<file path="src/verilog/sys_ctrl_pkg.sv">
package sys_ctrl_pkg;

   // Register indices; byte address is four times the index
   localparam logic [7:0] IDX_PIN_SENSE = 8'hc6;
   localparam logic [7:0] IDX_PIN_ENABLE = 8'hc7;
   localparam logic [7:0] IDX_SERIAL_TIMER = 8'hd0;
   localparam logic [7:0] IDX_SYSTEM = 8'hd1;
   localparam logic [7:0] IDX_INT_STATUS = 8'hd2;
   localparam logic [7:0] IDX_INT_MASK = 8'hd3;

   localparam int unsigned APB_AW = 12;
   localparam int unsigned PIN_COUNT = 8;

   // Values after reset
   localparam logic [7:0] SENSE_RESET = 8'h00;
   localparam logic [7:0] ENABLE_RESET = 8'h00;
   localparam logic [7:0] SERIAL_TIMER_RESET = 8'h00;
   localparam logic [7:0] SYSTEM_RESET = 8'h00;
   localparam logic [7:0] STATUS_RESET = 8'h00;
   localparam logic [7:0] MASK_RESET = 8'h00;
   localparam logic [8:0] DIV_COUNT_RESET = 9'h000;

   // Field positions in the system register
   localparam int unsigned SYS_STANDBY_BIT = 7;
   localparam int unsigned SYS_REMAP_HI_BIT = 1;
   localparam int unsigned SYS_REMAP_LO_BIT = 0;

   // Field positions in the serial/timer register
   localparam int unsigned ST_BUFFER_SEL_BIT = 7;
   localparam int unsigned ST_SWITCH_BIT = 3;
   localparam int unsigned ST_MULTIPROC_BIT = 2;

   typedef struct packed {
      logic extra_buffer_select;
      logic extra_buffer_reserve;
      logic two_wire_rate_extend;
      logic two_wire_register_enable;
      logic slave_input_switch;
      logic multiproc_comm_enable;
      logic timer_clk_ext_hi;
      logic timer_clk_ext_lo;
   } serial_timer_t;

   typedef enum logic [1:0] {
      REMAP_NONE = 2'b00,
      REMAP_SHORT = 2'b01,
      REMAP_LONG = 2'b10,
      REMAP_BOTTOM = 2'b11
   } remap_mode_t;

   typedef struct packed {
      logic active;
      logic [15:0] rom_lo;
      logic [15:0] rom_hi;
      logic [15:0] ram_lo;
   } remap_t;

   // Remapped windows
   localparam logic [15:0] ROM_LO_UPPER = 16'h0080;
   localparam logic [15:0] ROM_HI_SHORT = 16'h00ff;
   localparam logic [15:0] ROM_HI_LONG = 16'h017f;
   localparam logic [15:0] ROM_LO_BOTTOM = 16'h0000;
   localparam logic [15:0] ROM_HI_BOTTOM = 16'h007f;
   localparam logic [15:0] SMALL_RAM_UPPER = 16'hfc80;
   localparam logic [15:0] SMALL_RAM_BOTTOM = 16'hfc00;
   localparam logic [15:0] LARGE_RAM_UPPER = 16'hf880;
   localparam logic [15:0] LARGE_RAM_BOTTOM = 16'hf800;

   // Two-wire divide ratios indexed by {rate_extend, div_sel}
   localparam logic [15:0][8:0] TWO_WIRE_RATIO = {
      9'h100, 9'h0e0, 9'h0c8, 9'h0a0, 9'h080, 9'h060, 9'h050, 9'h038,
      9'h080, 9'h070, 9'h064, 9'h050, 9'h040, 9'h030, 9'h028, 9'h01c};

endpackage

</file>
<file path="src/verilog/system_serial_timer_control.sv">
// Operation
// - The switch bit routes the primary chip-select-2 and write inputs to the host port at 0, the alternate ones at 1.
// - The multiprocessor enable bit turns serial multiprocessor communication on at 1 and off at 0.
// - The two-wire register enable bit makes that interface's registers usable at 1 and disables them at 0, its reset value.
// - The two-wire bit clock is the peripheral clock divided by a ratio chosen by the extend bit and three select bits.
// - The extra buffer select bit leaves the upper port A pins as plain I/O at 0 and gives them to bus drive at 1.
// - The standby bit makes a sleep instruction enter sleep at 0 and software standby at 1.
// - The two timer clock extension bits go to both 8-bit timers to widen their clock choice.
// - On the small flash part the two remap bits lay RAM over low ROM as the small table gives.
// - On the large flash part the two remap bits lay RAM over low ROM as the large table gives.
// - The sense register holds one bit per pin, 0 for level and 1 for edge sensing, all zero after reset.
// - The enable register holds one bit per pin and a pin's request is taken only while its bit is one.
`timescale 1ns/1ps
module system_serial_timer_control #(
   parameter bit LARGE_FLASH = 1'b0
) (
   input wire logic pclk,
   input wire logic presetn,
   input wire logic clk_en,
   input wire logic psel,
   input wire logic penable,
   input wire logic pwrite,
   input wire logic [sys_ctrl_pkg::APB_AW-1:0] paddr,
   input wire logic [31:0] pwdata,
   output logic pready,
   output logic [31:0] prdata,
   output logic pslverr,
   input wire logic host_chip_select_two_n,
   input wire logic host_io_write_n,
   input wire logic alt_host_chip_select_two_n,
   input wire logic alt_host_io_write_n,
   output logic slave_chip_select_two_n,
   output logic slave_io_write_n,
   output logic multiproc_comm_enable,
   output logic two_wire_register_enable,
   input wire logic [2:0] two_wire_div_sel,
   output logic [8:0] two_wire_ratio,
   output logic two_wire_bit_tick,
   output logic port_a_upper_pins_bus_drive,
   output logic [1:0] timer_clk_ext,
   input wire logic sleep_request,
   output logic enter_sleep,
   output logic enter_standby,
   output sys_ctrl_pkg::remap_t remap,
   input wire logic [sys_ctrl_pkg::PIN_COUNT-1:0] irq_pin_n,
   output logic [sys_ctrl_pkg::PIN_COUNT-1:0] irq_request,
   output logic irq
);
   import sys_ctrl_pkg::*;

   localparam int unsigned SYNC_W = PIN_COUNT + 4;

   serial_timer_t st_reg, st_next;
   logic [7:0] system_reg, system_next;
   logic [7:0] sense_reg, sense_next;
   logic [7:0] enable_reg, enable_next;
   logic [7:0] status_reg, status_next;
   logic [7:0] mask_reg, mask_next;
   logic [31:0] prdata_reg, prdata_next;

   logic [SYNC_W-1:0] meta_reg, meta_next;
   logic [SYNC_W-1:0] sync_reg, sync_next;
   logic [7:0] pin_prev_reg, pin_prev_next;

   logic [8:0] div_count_reg, div_count_next;
   logic tick_reg, tick_next;
   logic cs_out_reg, cs_out_next;
   logic iow_out_reg, iow_out_next;
   logic [7:0] request_reg, request_next;
   logic sleep_reg, sleep_next;
   logic standby_reg, standby_next;
   remap_t remap_reg, remap_next;

   logic setup_phase;
   logic access_phase;
   logic [7:0] rd_index;
   logic addr_ok;
   logic hit;
   logic [7:0] rd_byte;
   logic [7:0] wr_byte;
   logic [7:0] pins_now;
   logic [7:0] detect;
   logic [7:0] accepted;
   logic [8:0] ratio;
   remap_mode_t remap_mode;

   // Bus decode; zero wait states, read data captured in the setup cycle
   assign setup_phase = psel && !penable;
   assign access_phase = psel && penable;
   assign rd_index = paddr[9:2];
   assign addr_ok = (paddr[APB_AW-1:10] == '0) && (paddr[1:0] == 2'b00);
   assign wr_byte = pwdata[7:0];
   // Frozen clock enable stretches the access rather than losing it
   assign pready = clk_en;

   always_comb begin
      hit = addr_ok;
      rd_byte = 8'h00;
      unique case (rd_index)
         IDX_PIN_SENSE: rd_byte = sense_reg;
         IDX_PIN_ENABLE: rd_byte = enable_reg;
         IDX_SERIAL_TIMER: rd_byte = st_reg;
         IDX_SYSTEM: rd_byte = system_reg;
         IDX_INT_STATUS: rd_byte = status_reg;
         IDX_INT_MASK: rd_byte = mask_reg;
         default: hit = 1'b0;
      endcase
      if (!addr_ok) begin
         rd_byte = 8'h00;
      end
   end

   assign pslverr = access_phase && !hit;

   // Pin events
   assign pins_now = sync_reg[PIN_COUNT-1:0];
   // Pins are active low: level mode asks while low, edge mode on a fall
   assign detect = (sense_reg & pin_prev_reg & ~pins_now) | (~sense_reg & ~pins_now);
   assign accepted = detect & enable_reg;

   assign ratio = TWO_WIRE_RATIO[{st_reg.two_wire_rate_extend, two_wire_div_sel}];
   assign remap_mode = remap_mode_t'(system_reg[SYS_REMAP_HI_BIT:SYS_REMAP_LO_BIT]);

   // Register group
   always_comb begin
      st_next = st_reg;
      system_next = system_reg;
      sense_next = sense_reg;
      enable_next = enable_reg;
      mask_next = mask_reg;
      prdata_next = prdata_reg;
      // Set wins over a write-one clear in the same cycle
      status_next = status_reg | accepted;
      if (setup_phase && !pwrite) begin
         prdata_next = {24'h00_0000, rd_byte};
      end
      if (access_phase && pwrite && hit) begin
         unique case (rd_index)
            IDX_PIN_SENSE: sense_next = wr_byte;
            IDX_PIN_ENABLE: enable_next = wr_byte;
            IDX_SERIAL_TIMER: st_next = serial_timer_t'(wr_byte);
            IDX_SYSTEM: system_next = wr_byte;
            IDX_INT_STATUS: status_next = (status_reg & ~wr_byte) | accepted;
            IDX_INT_MASK: mask_next = wr_byte;
            default: st_next = st_reg;
         endcase
      end
   end

   always_ff @(posedge pclk or negedge presetn) begin
      if (!presetn) begin
         st_reg <= serial_timer_t'(SERIAL_TIMER_RESET);
         system_reg <= SYSTEM_RESET;
         sense_reg <= SENSE_RESET;
         enable_reg <= ENABLE_RESET;
         status_reg <= STATUS_RESET;
         mask_reg <= MASK_RESET;
         prdata_reg <= 32'h0000_0000;
      end else if (clk_en) begin
         st_reg <= st_next;
         system_reg <= system_next;
         sense_reg <= sense_next;
         enable_reg <= enable_next;
         status_reg <= status_next;
         mask_reg <= mask_next;
         prdata_reg <= prdata_next;
      end
   end

   // Pin synchronisers; idle level of every pin is high
   always_comb begin
      meta_next = {alt_host_io_write_n, alt_host_chip_select_two_n, host_io_write_n, host_chip_select_two_n,
         irq_pin_n};
      sync_next = meta_reg;
      pin_prev_next = pins_now;
   end

   always_ff @(posedge pclk or negedge presetn) begin
      if (!presetn) begin
         meta_reg <= '1;
         sync_reg <= '1;
         pin_prev_reg <= 8'hff;
      end else if (clk_en) begin
         meta_reg <= meta_next;
         sync_reg <= sync_next;
         pin_prev_reg <= pin_prev_next;
      end
   end

   // Divider and output group
   always_comb begin
      div_count_next = DIV_COUNT_RESET;
      tick_next = 1'b0;
      // Divider clears to zero and stays there while the two-wire registers are off
      if (st_reg.two_wire_register_enable) begin
         // Compare with >= so a smaller ratio mid-count cannot run away
         if (div_count_reg >= ratio - 9'h001) begin
            tick_next = 1'b1;
         end else begin
            div_count_next = div_count_reg + 9'h001;
         end
      end
      if (st_reg.slave_input_switch) begin
         cs_out_next = sync_reg[PIN_COUNT+2];
         iow_out_next = sync_reg[PIN_COUNT+3];
      end else begin
         cs_out_next = sync_reg[PIN_COUNT];
         iow_out_next = sync_reg[PIN_COUNT+1];
      end
      request_next = accepted;
      sleep_next = sleep_request && !system_reg[SYS_STANDBY_BIT];
      standby_next = sleep_request && system_reg[SYS_STANDBY_BIT];
      remap_next.active = remap_mode != REMAP_NONE;
      remap_next.rom_lo = ROM_LO_UPPER;
      remap_next.rom_hi = ROM_HI_SHORT;
      remap_next.ram_lo = LARGE_FLASH ? LARGE_RAM_UPPER : SMALL_RAM_UPPER;
      unique case (remap_mode)
         REMAP_NONE: begin
            remap_next.rom_lo = 16'h0000;
            remap_next.rom_hi = 16'h0000;
            remap_next.ram_lo = 16'h0000;
         end
         REMAP_SHORT: remap_next.rom_hi = ROM_HI_SHORT;
         REMAP_LONG: remap_next.rom_hi = ROM_HI_LONG;
         REMAP_BOTTOM: begin
            remap_next.rom_lo = ROM_LO_BOTTOM;
            remap_next.rom_hi = ROM_HI_BOTTOM;
            remap_next.ram_lo = LARGE_FLASH ? LARGE_RAM_BOTTOM : SMALL_RAM_BOTTOM;
         end
      endcase
   end

   always_ff @(posedge pclk or negedge presetn) begin
      if (!presetn) begin
         div_count_reg <= DIV_COUNT_RESET;
         tick_reg <= 1'b0;
         cs_out_reg <= 1'b1;
         iow_out_reg <= 1'b1;
         request_reg <= 8'h00;
         sleep_reg <= 1'b0;
         standby_reg <= 1'b0;
         remap_reg <= '0;
      end else if (clk_en) begin
         div_count_reg <= div_count_next;
         tick_reg <= tick_next;
         cs_out_reg <= cs_out_next;
         iow_out_reg <= iow_out_next;
         request_reg <= request_next;
         sleep_reg <= sleep_next;
         standby_reg <= standby_next;
         remap_reg <= remap_next;
      end
   end

   assign prdata = prdata_reg;
   assign slave_chip_select_two_n = cs_out_reg;
   assign slave_io_write_n = iow_out_reg;
   assign multiproc_comm_enable = st_reg.multiproc_comm_enable;
   assign two_wire_register_enable = st_reg.two_wire_register_enable;
   assign two_wire_ratio = ratio;
   assign two_wire_bit_tick = tick_reg;
   assign port_a_upper_pins_bus_drive = st_reg.extra_buffer_select;
   assign timer_clk_ext = {st_reg.timer_clk_ext_hi, st_reg.timer_clk_ext_lo};
   assign enter_sleep = sleep_reg;
   assign enter_standby = standby_reg;
   assign remap = remap_reg;
   assign irq_request = request_reg;
   assign irq = |(status_reg & mask_reg);

   // Helper: cycles between bit ticks while the ratio holds still
   logic [8:0] gap_reg;
   logic gap_valid_reg;
   logic [8:0] ratio_prev_reg;
   always_ff @(posedge pclk or negedge presetn) begin
      if (!presetn) begin
         gap_reg <= 9'h000;
         gap_valid_reg <= 1'b0;
         ratio_prev_reg <= 9'h000;
      end else if (clk_en) begin
         ratio_prev_reg <= ratio;
         gap_reg <= tick_reg ? 9'h001 : gap_reg + 9'h001;
         if (ratio != ratio_prev_reg || !st_reg.two_wire_register_enable) begin
            gap_valid_reg <= 1'b0;
         end else if (tick_reg) begin
            gap_valid_reg <= 1'b1;
         end
      end
   end

   property p_route_switch;
      @(posedge pclk) disable iff (!presetn)
      clk_en |=> slave_chip_select_two_n == $past(st_reg.slave_input_switch ? sync_reg[PIN_COUNT+2]
         : sync_reg[PIN_COUNT]);
   endproperty
   a_route_switch: assert property (p_route_switch) else $error("host port select routed wrong");

   property p_multiproc_write;
      @(posedge pclk) disable iff (!presetn)
      (clk_en && access_phase && pwrite && addr_ok && rd_index == IDX_SERIAL_TIMER)
         |=> multiproc_comm_enable == $past(pwdata[ST_MULTIPROC_BIT]);
   endproperty
   a_multiproc_write: assert property (p_multiproc_write) else $error("multiproc enable not written");

   property p_divider_off;
      @(posedge pclk) disable iff (!presetn)
      (!two_wire_register_enable && clk_en) |=> !two_wire_bit_tick ##1 !two_wire_bit_tick || $past(clk_en) == 0;
   endproperty
   a_divider_off: assert property (p_divider_off) else $error("bit tick while two-wire disabled");

   property p_tick_period;
      @(posedge pclk) disable iff (!presetn)
      (tick_reg && gap_valid_reg && ratio == ratio_prev_reg) |-> gap_reg == ratio;
   endproperty
   a_tick_period: assert property (p_tick_period) else $error("bit tick period differs from ratio");

   property p_buffer_select;
      @(posedge pclk) disable iff (!presetn)
      (clk_en && access_phase && pwrite && addr_ok && rd_index == IDX_SERIAL_TIMER)
         |=> port_a_upper_pins_bus_drive == $past(pwdata[ST_BUFFER_SEL_BIT]);
   endproperty
   a_buffer_select: assert property (p_buffer_select) else $error("bus drive select not written");

   property p_sleep_kind;
      @(posedge pclk) disable iff (!presetn)
      (clk_en && sleep_request) |=> (enter_standby == $past(system_reg[SYS_STANDBY_BIT]))
         && (enter_sleep != enter_standby);
   endproperty
   a_sleep_kind: assert property (p_sleep_kind) else $error("wrong low-power mode chosen");

   property p_timer_ext;
      @(posedge pclk) disable iff (!presetn)
      (clk_en && access_phase && pwrite && addr_ok && rd_index == IDX_SERIAL_TIMER)
         |=> timer_clk_ext == $past(pwdata[1:0]);
   endproperty
   a_timer_ext: assert property (p_timer_ext) else $error("timer clock extension not written");

   property p_remap_bottom;
      @(posedge pclk) disable iff (!presetn)
      (clk_en && system_reg[SYS_REMAP_HI_BIT:SYS_REMAP_LO_BIT] == 2'b11) |=> remap.active
         && remap.rom_hi == ROM_HI_BOTTOM && remap.ram_lo == (LARGE_FLASH ? LARGE_RAM_BOTTOM : SMALL_RAM_BOTTOM);
   endproperty
   a_remap_bottom: assert property (p_remap_bottom) else $error("bottom remap window wrong");

   property p_level_sense;
      @(posedge pclk) disable iff (!presetn)
      clk_en |=> (irq_request & ~$past(sense_reg)) == ($past(~sense_reg & enable_reg & ~pins_now));
   endproperty
   a_level_sense: assert property (p_level_sense) else $error("level-sensed request wrong");

   property p_enable_gate;
      @(posedge pclk) disable iff (!presetn)
      clk_en |=> (irq_request & ~$past(enable_reg)) == 8'h00;
   endproperty
   a_enable_gate: assert property (p_enable_gate) else $error("request from disabled pin");

   property p_sense_write;
      @(posedge pclk) disable iff (!presetn)
      (clk_en && access_phase && pwrite && addr_ok && rd_index == IDX_PIN_SENSE)
         |=> sense_reg == $past(pwdata[7:0]);
   endproperty
   a_sense_write: assert property (p_sense_write) else $error("sense register not written");

endmodule

</file>
<file path="config.mk">
export PLATFORM = sky130hd
export DESIGN_NAME = system_serial_timer_control
export DESIGN_NICKNAME = d
export VERILOG_FILES = /design/src/verilog/sys_ctrl_pkg.sv /design/src/verilog/system_serial_timer_control.sv
export SDC_FILE = /design/constraint.sdc
export NUM_CORES = 1
export LEC_CHECK = 0
export ABC_AREA = 1
export ABC_CLOCK_PERIOD_IN_PS = 2900
export BUFFER_PORTS_ARGS = -buffer_cell sky130_fd_sc_hd__clkbuf_2
export CORE_MARGIN = 2
export CORE_UTILIZATION = 55
export CTS_BUF_LIST = sky130_fd_sc_hd__clkbuf_2 sky130_fd_sc_hd__clkbuf_4 sky130_fd_sc_hd__clkbuf_8
export CTS_CLUSTER_DIAMETER = 60
export DETAILED_ROUTE_END_ITERATION = 12
export GPL_TIMING_DRIVEN = 0
export PLACE_DENSITY = 0.85
export SLEW_MARGIN = 10
export SYNTH_ARGS = -nofsm -noshare
export SYNTH_HDL_FRONTEND = slang
export SYNTH_SLANG_ARGS = --single-unit
</file>
<file path="constraint.sdc">
create_clock -name pclk -period 2.9 [get_ports pclk]
set_clock_uncertainty 0.1 [all_clocks]
set_input_delay 0.145 -clock pclk [delete_from_list [all_inputs] [get_ports pclk]]
set_output_delay 0.145 -clock pclk [all_outputs]
set_load 0.03 [all_outputs]
</file>
# Word-level counts from Yosys, hierarchy flattened
# Memory sizes are Yosys's and may differ from the RTL's.
# Cells that the tools add are included.
[totals]
register_bits = 159
latchBits = 0
inputBits = 66
memories = 1
ram_bits = 0
romBits = 144
output_inout_bits = 111
[memory_table]
columns = ["memory", "depth", "width", "read_ports", "rd_ports_with_merged_regs", "wr", "line_no", "rtl"]
rows = [
  ["(name not given)", 16, 9, 1, 0, 0, "system_serial_timer_control.sv:121", "assign ratio = TWO_WIRE_RATIO[{st_reg.two_wire_rate_extend, two_wire_div_sel}];"],
]
[op_classes]
magnitude_cmp = 2
n_shift = 0
n_addsub = 2
mux = 15
bitwise_logic = 12
reduce_logical = 26
n_mul = 0
n_div = 0
eq_ne = 9
[ops]
columns = ["op", "n"]
rows = [
  ["16-bit one-hot mux with 4 select lines", 1],
  ["8-bit bitwise AND", 6],
  ["8-bit equality test, second input constant", 6],
  ["8-bit one-hot mux with 6 select lines", 1],
  ["8-bit two-way mux", 4],
  ["16-bit one-hot mux with 2 select lines", 1],
  ["9-bit two-way mux", 3],
  ["8-bit inverter", 3],
  ["8-bit OR", 3],
  ["3-bit AND reduction", 5],
  ["9-bit by 1-bit adder with 9-bit output, second input constant", 1],
  ["9-bit greater-or-equal comparator", 1],
  ["1-bit logical AND", 9],
  ["9-bit by 1-bit subtractor with 9-bit output, second input constant", 1],
  ["8-bit OR reduction", 1],
  ["2-bit logical NOT", 3],
  ["6-bit OR reduction", 1],
  ["4-bit by 5-bit less-than comparator with 1-bit output, second input constant", 1],
  ["1-bit two-way mux", 5],
  ["2-bit equality test, second input constant", 2],
  ["1-bit logical NOT", 4],
  ["2-bit by 1-bit equality test with 1-bit output, second input constant", 1],
  ["2-bit AND reduction", 1],
  ["2-bit nonzero test", 1],
  ["2-bit OR reduction", 1],
]

# Logic depth before layout (Yosys ltp)
[depth]
ltp_word = 7
depth_mapped = 19
ltp_nobuf = 19

# Worst setup path before layout
# OpenSTA, ideal clock, no wires.
[synth_path]
path_type = "register -> register"
from = "reg st_reg[5] (netlist bit)"
to = "reg tick_reg, in the netlist two_wire_bit_tick"
required_time_ns = 2.682
path_slack_ns = -0.179
setup_time_ns = 0.118
synth_period_minus_slack_ns = 3.079
path_stages_with_launch = 16
path_buffers = 1
arrival_time_ns = 2.861
cell_sequence = "dfrtp_1 -> clkbuf_1 -> inv_2 -> o21ai_0 -> nor2_1 -> nand3_1 -> nand2_1 -> ha_1 -> nand2_1 -> nor2_1 -> nand2_1 -> nor2_1 -> nor2_1 -> nand2_1 -> nand2_1 -> nand2_1"
[synth_between]
elab_chain_len = 6
[synth_lines]
columns = ["element", "line_no", "rtl"]
rows = [
  ["start, declared", "system_serial_timer_control.sv:53", "serial_timer_t st_reg, st_next;"],
  ["start signal, assigned", "system_serial_timer_control.sv:152", "st_reg <= serial_timer_t'(SERIAL_TIMER_RESET);"],
  ["start signal, assigned", "system_serial_timer_control.sv:160", "st_reg <= st_next;"],
  ["memory read 16 x 9 bit", "n/a", ""],
  ["9-bit two-way mux (implied by the code)", "system_serial_timer_control.sv:121", ""],
  ["named net two_wire_ratio[5]", "system_serial_timer_control.sv:37", "output logic [8:0] two_wire_ratio,"],
  ["9-bit by 1-bit subtractor with 9-bit output", "system_serial_timer_control.sv:197", "if (div_count_reg >= ratio - 9'h001) begin"],
  ["9-bit greater-or-equal comparator", "system_serial_timer_control.sv:197", ""],
  ["1-bit two-way mux", "system_serial_timer_control.sv:197", ""],
  ["1-bit two-way mux", "system_serial_timer_control.sv:195", "if (st_reg.two_wire_register_enable) begin"],
  ["end signal, assigned", "system_serial_timer_control.sv:245", "tick_reg <= tick_next;"],
  ["end, declared", "system_serial_timer_control.sv:66", "logic tick_reg, tick_next;"],
]
# The timed path passes the listed nets, and every way through them passes these cells. The select of a mux whose other input is x is not followed.
# A chain may end at the register's enable or synchronous reset.

# Final worst setup path
[layout_path]
from = "reg st_reg[5] (netlist bit)"
to = "reg div_count_reg[2]"
[layout_between]
elab_chain_len = 6
[layout_lines]
columns = ["element", "line_no", "rtl"]
rows = [
  ["memory read 16 x 9 bit", "n/a", ""],
  ["9-bit two-way mux (implied by the code)", "system_serial_timer_control.sv:121", ""],
  ["9-bit by 1-bit subtractor with 9-bit output", "system_serial_timer_control.sv:197", ""],
  ["9-bit greater-or-equal comparator", "system_serial_timer_control.sv:197", ""],
  ["9-bit two-way mux", "system_serial_timer_control.sv:197", ""],
  ["9-bit two-way mux", "system_serial_timer_control.sv:195", ""],
  ["end signal, assigned", "system_serial_timer_control.sv:244", "div_count_reg <= div_count_next;"],
  ["end, declared", "system_serial_timer_control.sv:65", "logic [8:0] div_count_reg, div_count_next;"],
]
# Every way passes these cells. The select of a mux whose other input is x is not followed.

==> results.toml <==
[status]
status = "finished, final reports clean"

[clock_network]
clock_sinks = 114
clk_latency_ns = 0.44
tritoncts = "built"
clk_transition_reported_paths_ns = 0.08
root_buffer = "clkbuf_8"
post_cts_buffers = 0
cts_made_buffers = 17
h-tree-depth = 4
cts_max_path_buffers = 2

[floorplanning]
width_of_the_die_um = 113
die_height_um = 113
std_cell_rows = 39
die-area_sq_um = 12900
num_io_pins = 177
initial_util = 0.570
core_outline_area_sq_um = 11600

[placed_design]
placed_cells = 1174
postPlaceCellArea_sq_um = 7490
final_gp_congestion = 0.908
port_buffers = 94
dp.final_hpwl_um = 12000

[yosys]
yosys_most_used_dff = "dfrtp_1"
synth-xor-area-share = 0.00797
synth_top_family_by_area = "simple AND/OR/NAND/NOR gates"
ys_async_sr_fraction = 1.00
synthMuxAreaShare = 0
synth-edff-count = 0
syn_area_sq_um = 6590
synth_sequential_area_ratio = 0.439
post_synth_num_cell_types = 31
synthSimpleGateAreaFrac = 0.322
syn-instance-count = 880
yosysWarnings = 0
compound_gate_fraction_of_synth_area = 0.0459
synth_fa_ha_area_frac = 0.0342
syn_avg_cell_area_sq_um = 7.49
yosys_register_bits = 114

[pwr]
p_switching_w = 0.00109
power.internal_w = 0.00262
power_frac_comb = 0.133
seqPwrFrac = 0.459
ir_drop_mv = 0.282
power.leakage_nw = 4.50
clock_network_power_share = 0.408
power_density_nw_per_um2 = 458
power.switching_fraction = 0.293
total_power_consumption_of_the_routed_design_w = 0.00371

[layout]
diodes = 0
multiInputGateArea_sq_um = 2930
seq_area_sq_um = 2900
finalNonFillerCells = 1227
area_delta_synth_final_pct = 23.0
final_layout_size_suffix_gt1_frac = 0.241
num-fill-cells = 948
layout_common_cells = "350 x nand2_1, 93 x clkbuf_2, 88 x inv_1"
finalInstanceArea_sq_um = 8100
final_net_count = 1155
layout_commonest_cell = "nand2_1"

[sta]
max-slew-margin-rel = 0.542
worst_slew_pin_slew_ns = 0.687
timing.final.setup_violations = 0
timing.final.crit_period_ns = 2.63
timing_hold_violations_final = 0
grt_setup_unrepaired = "no"
period_share = 0.907
maxClockFrequency_mhz = 380
slew_violations = 0
setup_tns_ns = 0

[worst_setup_path]
cp_slowest_stage_delay_ns = 0.53
worst_path_max_delay_cell = "dfrtp_1"
critical-path-top-cell-by-count = "nand2_1"
path_cells = "inv_2 -> a21oi_1 -> nand3_1 -> inv_1 -> nand2_1 -> nand2_1 -> nand2_1 -> ha_1 -> nand2_1 -> nor2_1 -> nand2_1 -> nor2_1 -> nor2_4 -> nand4_1 -> nand2_1"
required_time_of_the_worst_setup_path_ns = 3.12
worst_setup_path_start_kind = "flop"
critPathTopFamily = "simple AND/OR/NAND/NOR gates"
worstPathMaxFanout = 10
worst-setup-path-type = "flop to flop"
arrival_ns = 2.85
worst_setup_ep_type = "flop"
path_buf_inv = 2

[drt]
drt.antenna.violating_nets = 0
post-route-drc-count = 0
avgRoutedWirePerCell_um = 13.8
route.vias.total = 6282
firstDrtPassIters = 5
totalWireLength_um = 16900
avgViaCountPerCell = 5.12
drt-initial-drc-count = 632

[global_routing]
largest_net_degree_at_the_start_of_global_routing = 79
grt_pass1_vias = 5679
groute.usage.overall = 0.267
grt_antenna_before_repair = 0
grt_pass1_wl_um = 27000
remaining_overflow_grt = 0

[min_path]
hold_path.class = "input port to asynchronous set/reset pin"

[job]
timing.max_cap.violations = 0
[logic make-up (layout without fill, tap and decap cells)]
group / Yosys count / count (layout)
xor+xnor: 6 / 6
fa+ha+maj: 18 / 18
other cells: 1 / 57
buf+inv: 185 / 333
flops: 114 / 114
simple gates: 499 / 499
compound gates: 57 / 57
[synthesized netlist by cell type (all sizes together), types with 3 or more instances]
master,count,area share
xor2,3,0.0040
dfstp,34,0.14
inv,90,0.051
a21oi,5,0.0038
clkbuf,12,0.0068
dfrtp,80,0.30
buf,81,0.090
o21ai,46,0.035
nor2,60,0.040
nand2,353,0.20
ha,18,0.034
nand4,36,0.034
xnor2,3,0.0040
nand3,47,0.041
[layer usage]
layer,share of wire,GRT usage,vias up
met5,0,0,-
met4,0.028,0.0837,0
met3,0.087,0.0744,49
met2,0.49,0.449,319
met1,0.40,0.336,2896
li1,-,-,3018
[power by group through the flow]
stage	registers, W	logic (W)	clock network (W)
4_1_cts	0.00170	0.000491	0.00152
3_5_place_dp	0.00173	0.000465	0
5_1_grt	0.00171	0.000540	0.00160
2_1_floorplan	0.00174	0.000314	0
3_3_place_gp	0.00173	0.000450	0
6_report	0.00170	0.000495	0.00151
[what timing repair did]
item | CTS | global route
gates cloned | 0 | 0
hold buffers | 22 | 0
gates resized for setup | 1 | 1
hold endpoints to repair | 134 | 0
endpoints found under the setup margin | 10 | 10
[final timing paths]
kind                                     to   startpoint  slack, ns  depth (start not counted)
max in group asynchronous   pin_prev_reg[5]      presetn       1.92                          3
max                        div_count_reg[2]    st_reg[5]       0.27                         15
min                            sense_reg[2]      presetn       0.07                          2
min reg2reg                     meta_reg[5]  meta_reg[5]       0.36                          2
max reg2reg                div_count_reg[2]    st_reg[5]       0.27                         15
min in group pclk                 prdata[5]     paddr[0]       0.12                          6
[area by class of cell]
cell class | count | area share
plain buffers | 92 | 0.0786
flip-flops and latches | 114 | 0.357
clock inverters | 14 | 0.0188
clock buffers | 18 | 0.0298
inverters | 92 | 0.0426
repair buffers | 117 | 0.0897
multi-input cells | 637 | 0.361
well taps | 143 | 0.0221
[per-stage QoR]
| stage | setup WS, ns | hold WS [ns] | util |
|---|---|---|---|
| finish | 0.271 | 0.0691 | 0.701 |
| global route | 0.0136 | 0.105 | 0.701 |
| CTS | 0.0738 | 0.0704 | 0.701 |
| detailed placement | -0.0890 | -0.0242 | 0.647 |
| global placement | -0.0160 | 0.230 | 0.644 |
| floorplan | 0.123 | -0.251 | - |
Power figures use the tool's default switching activity.
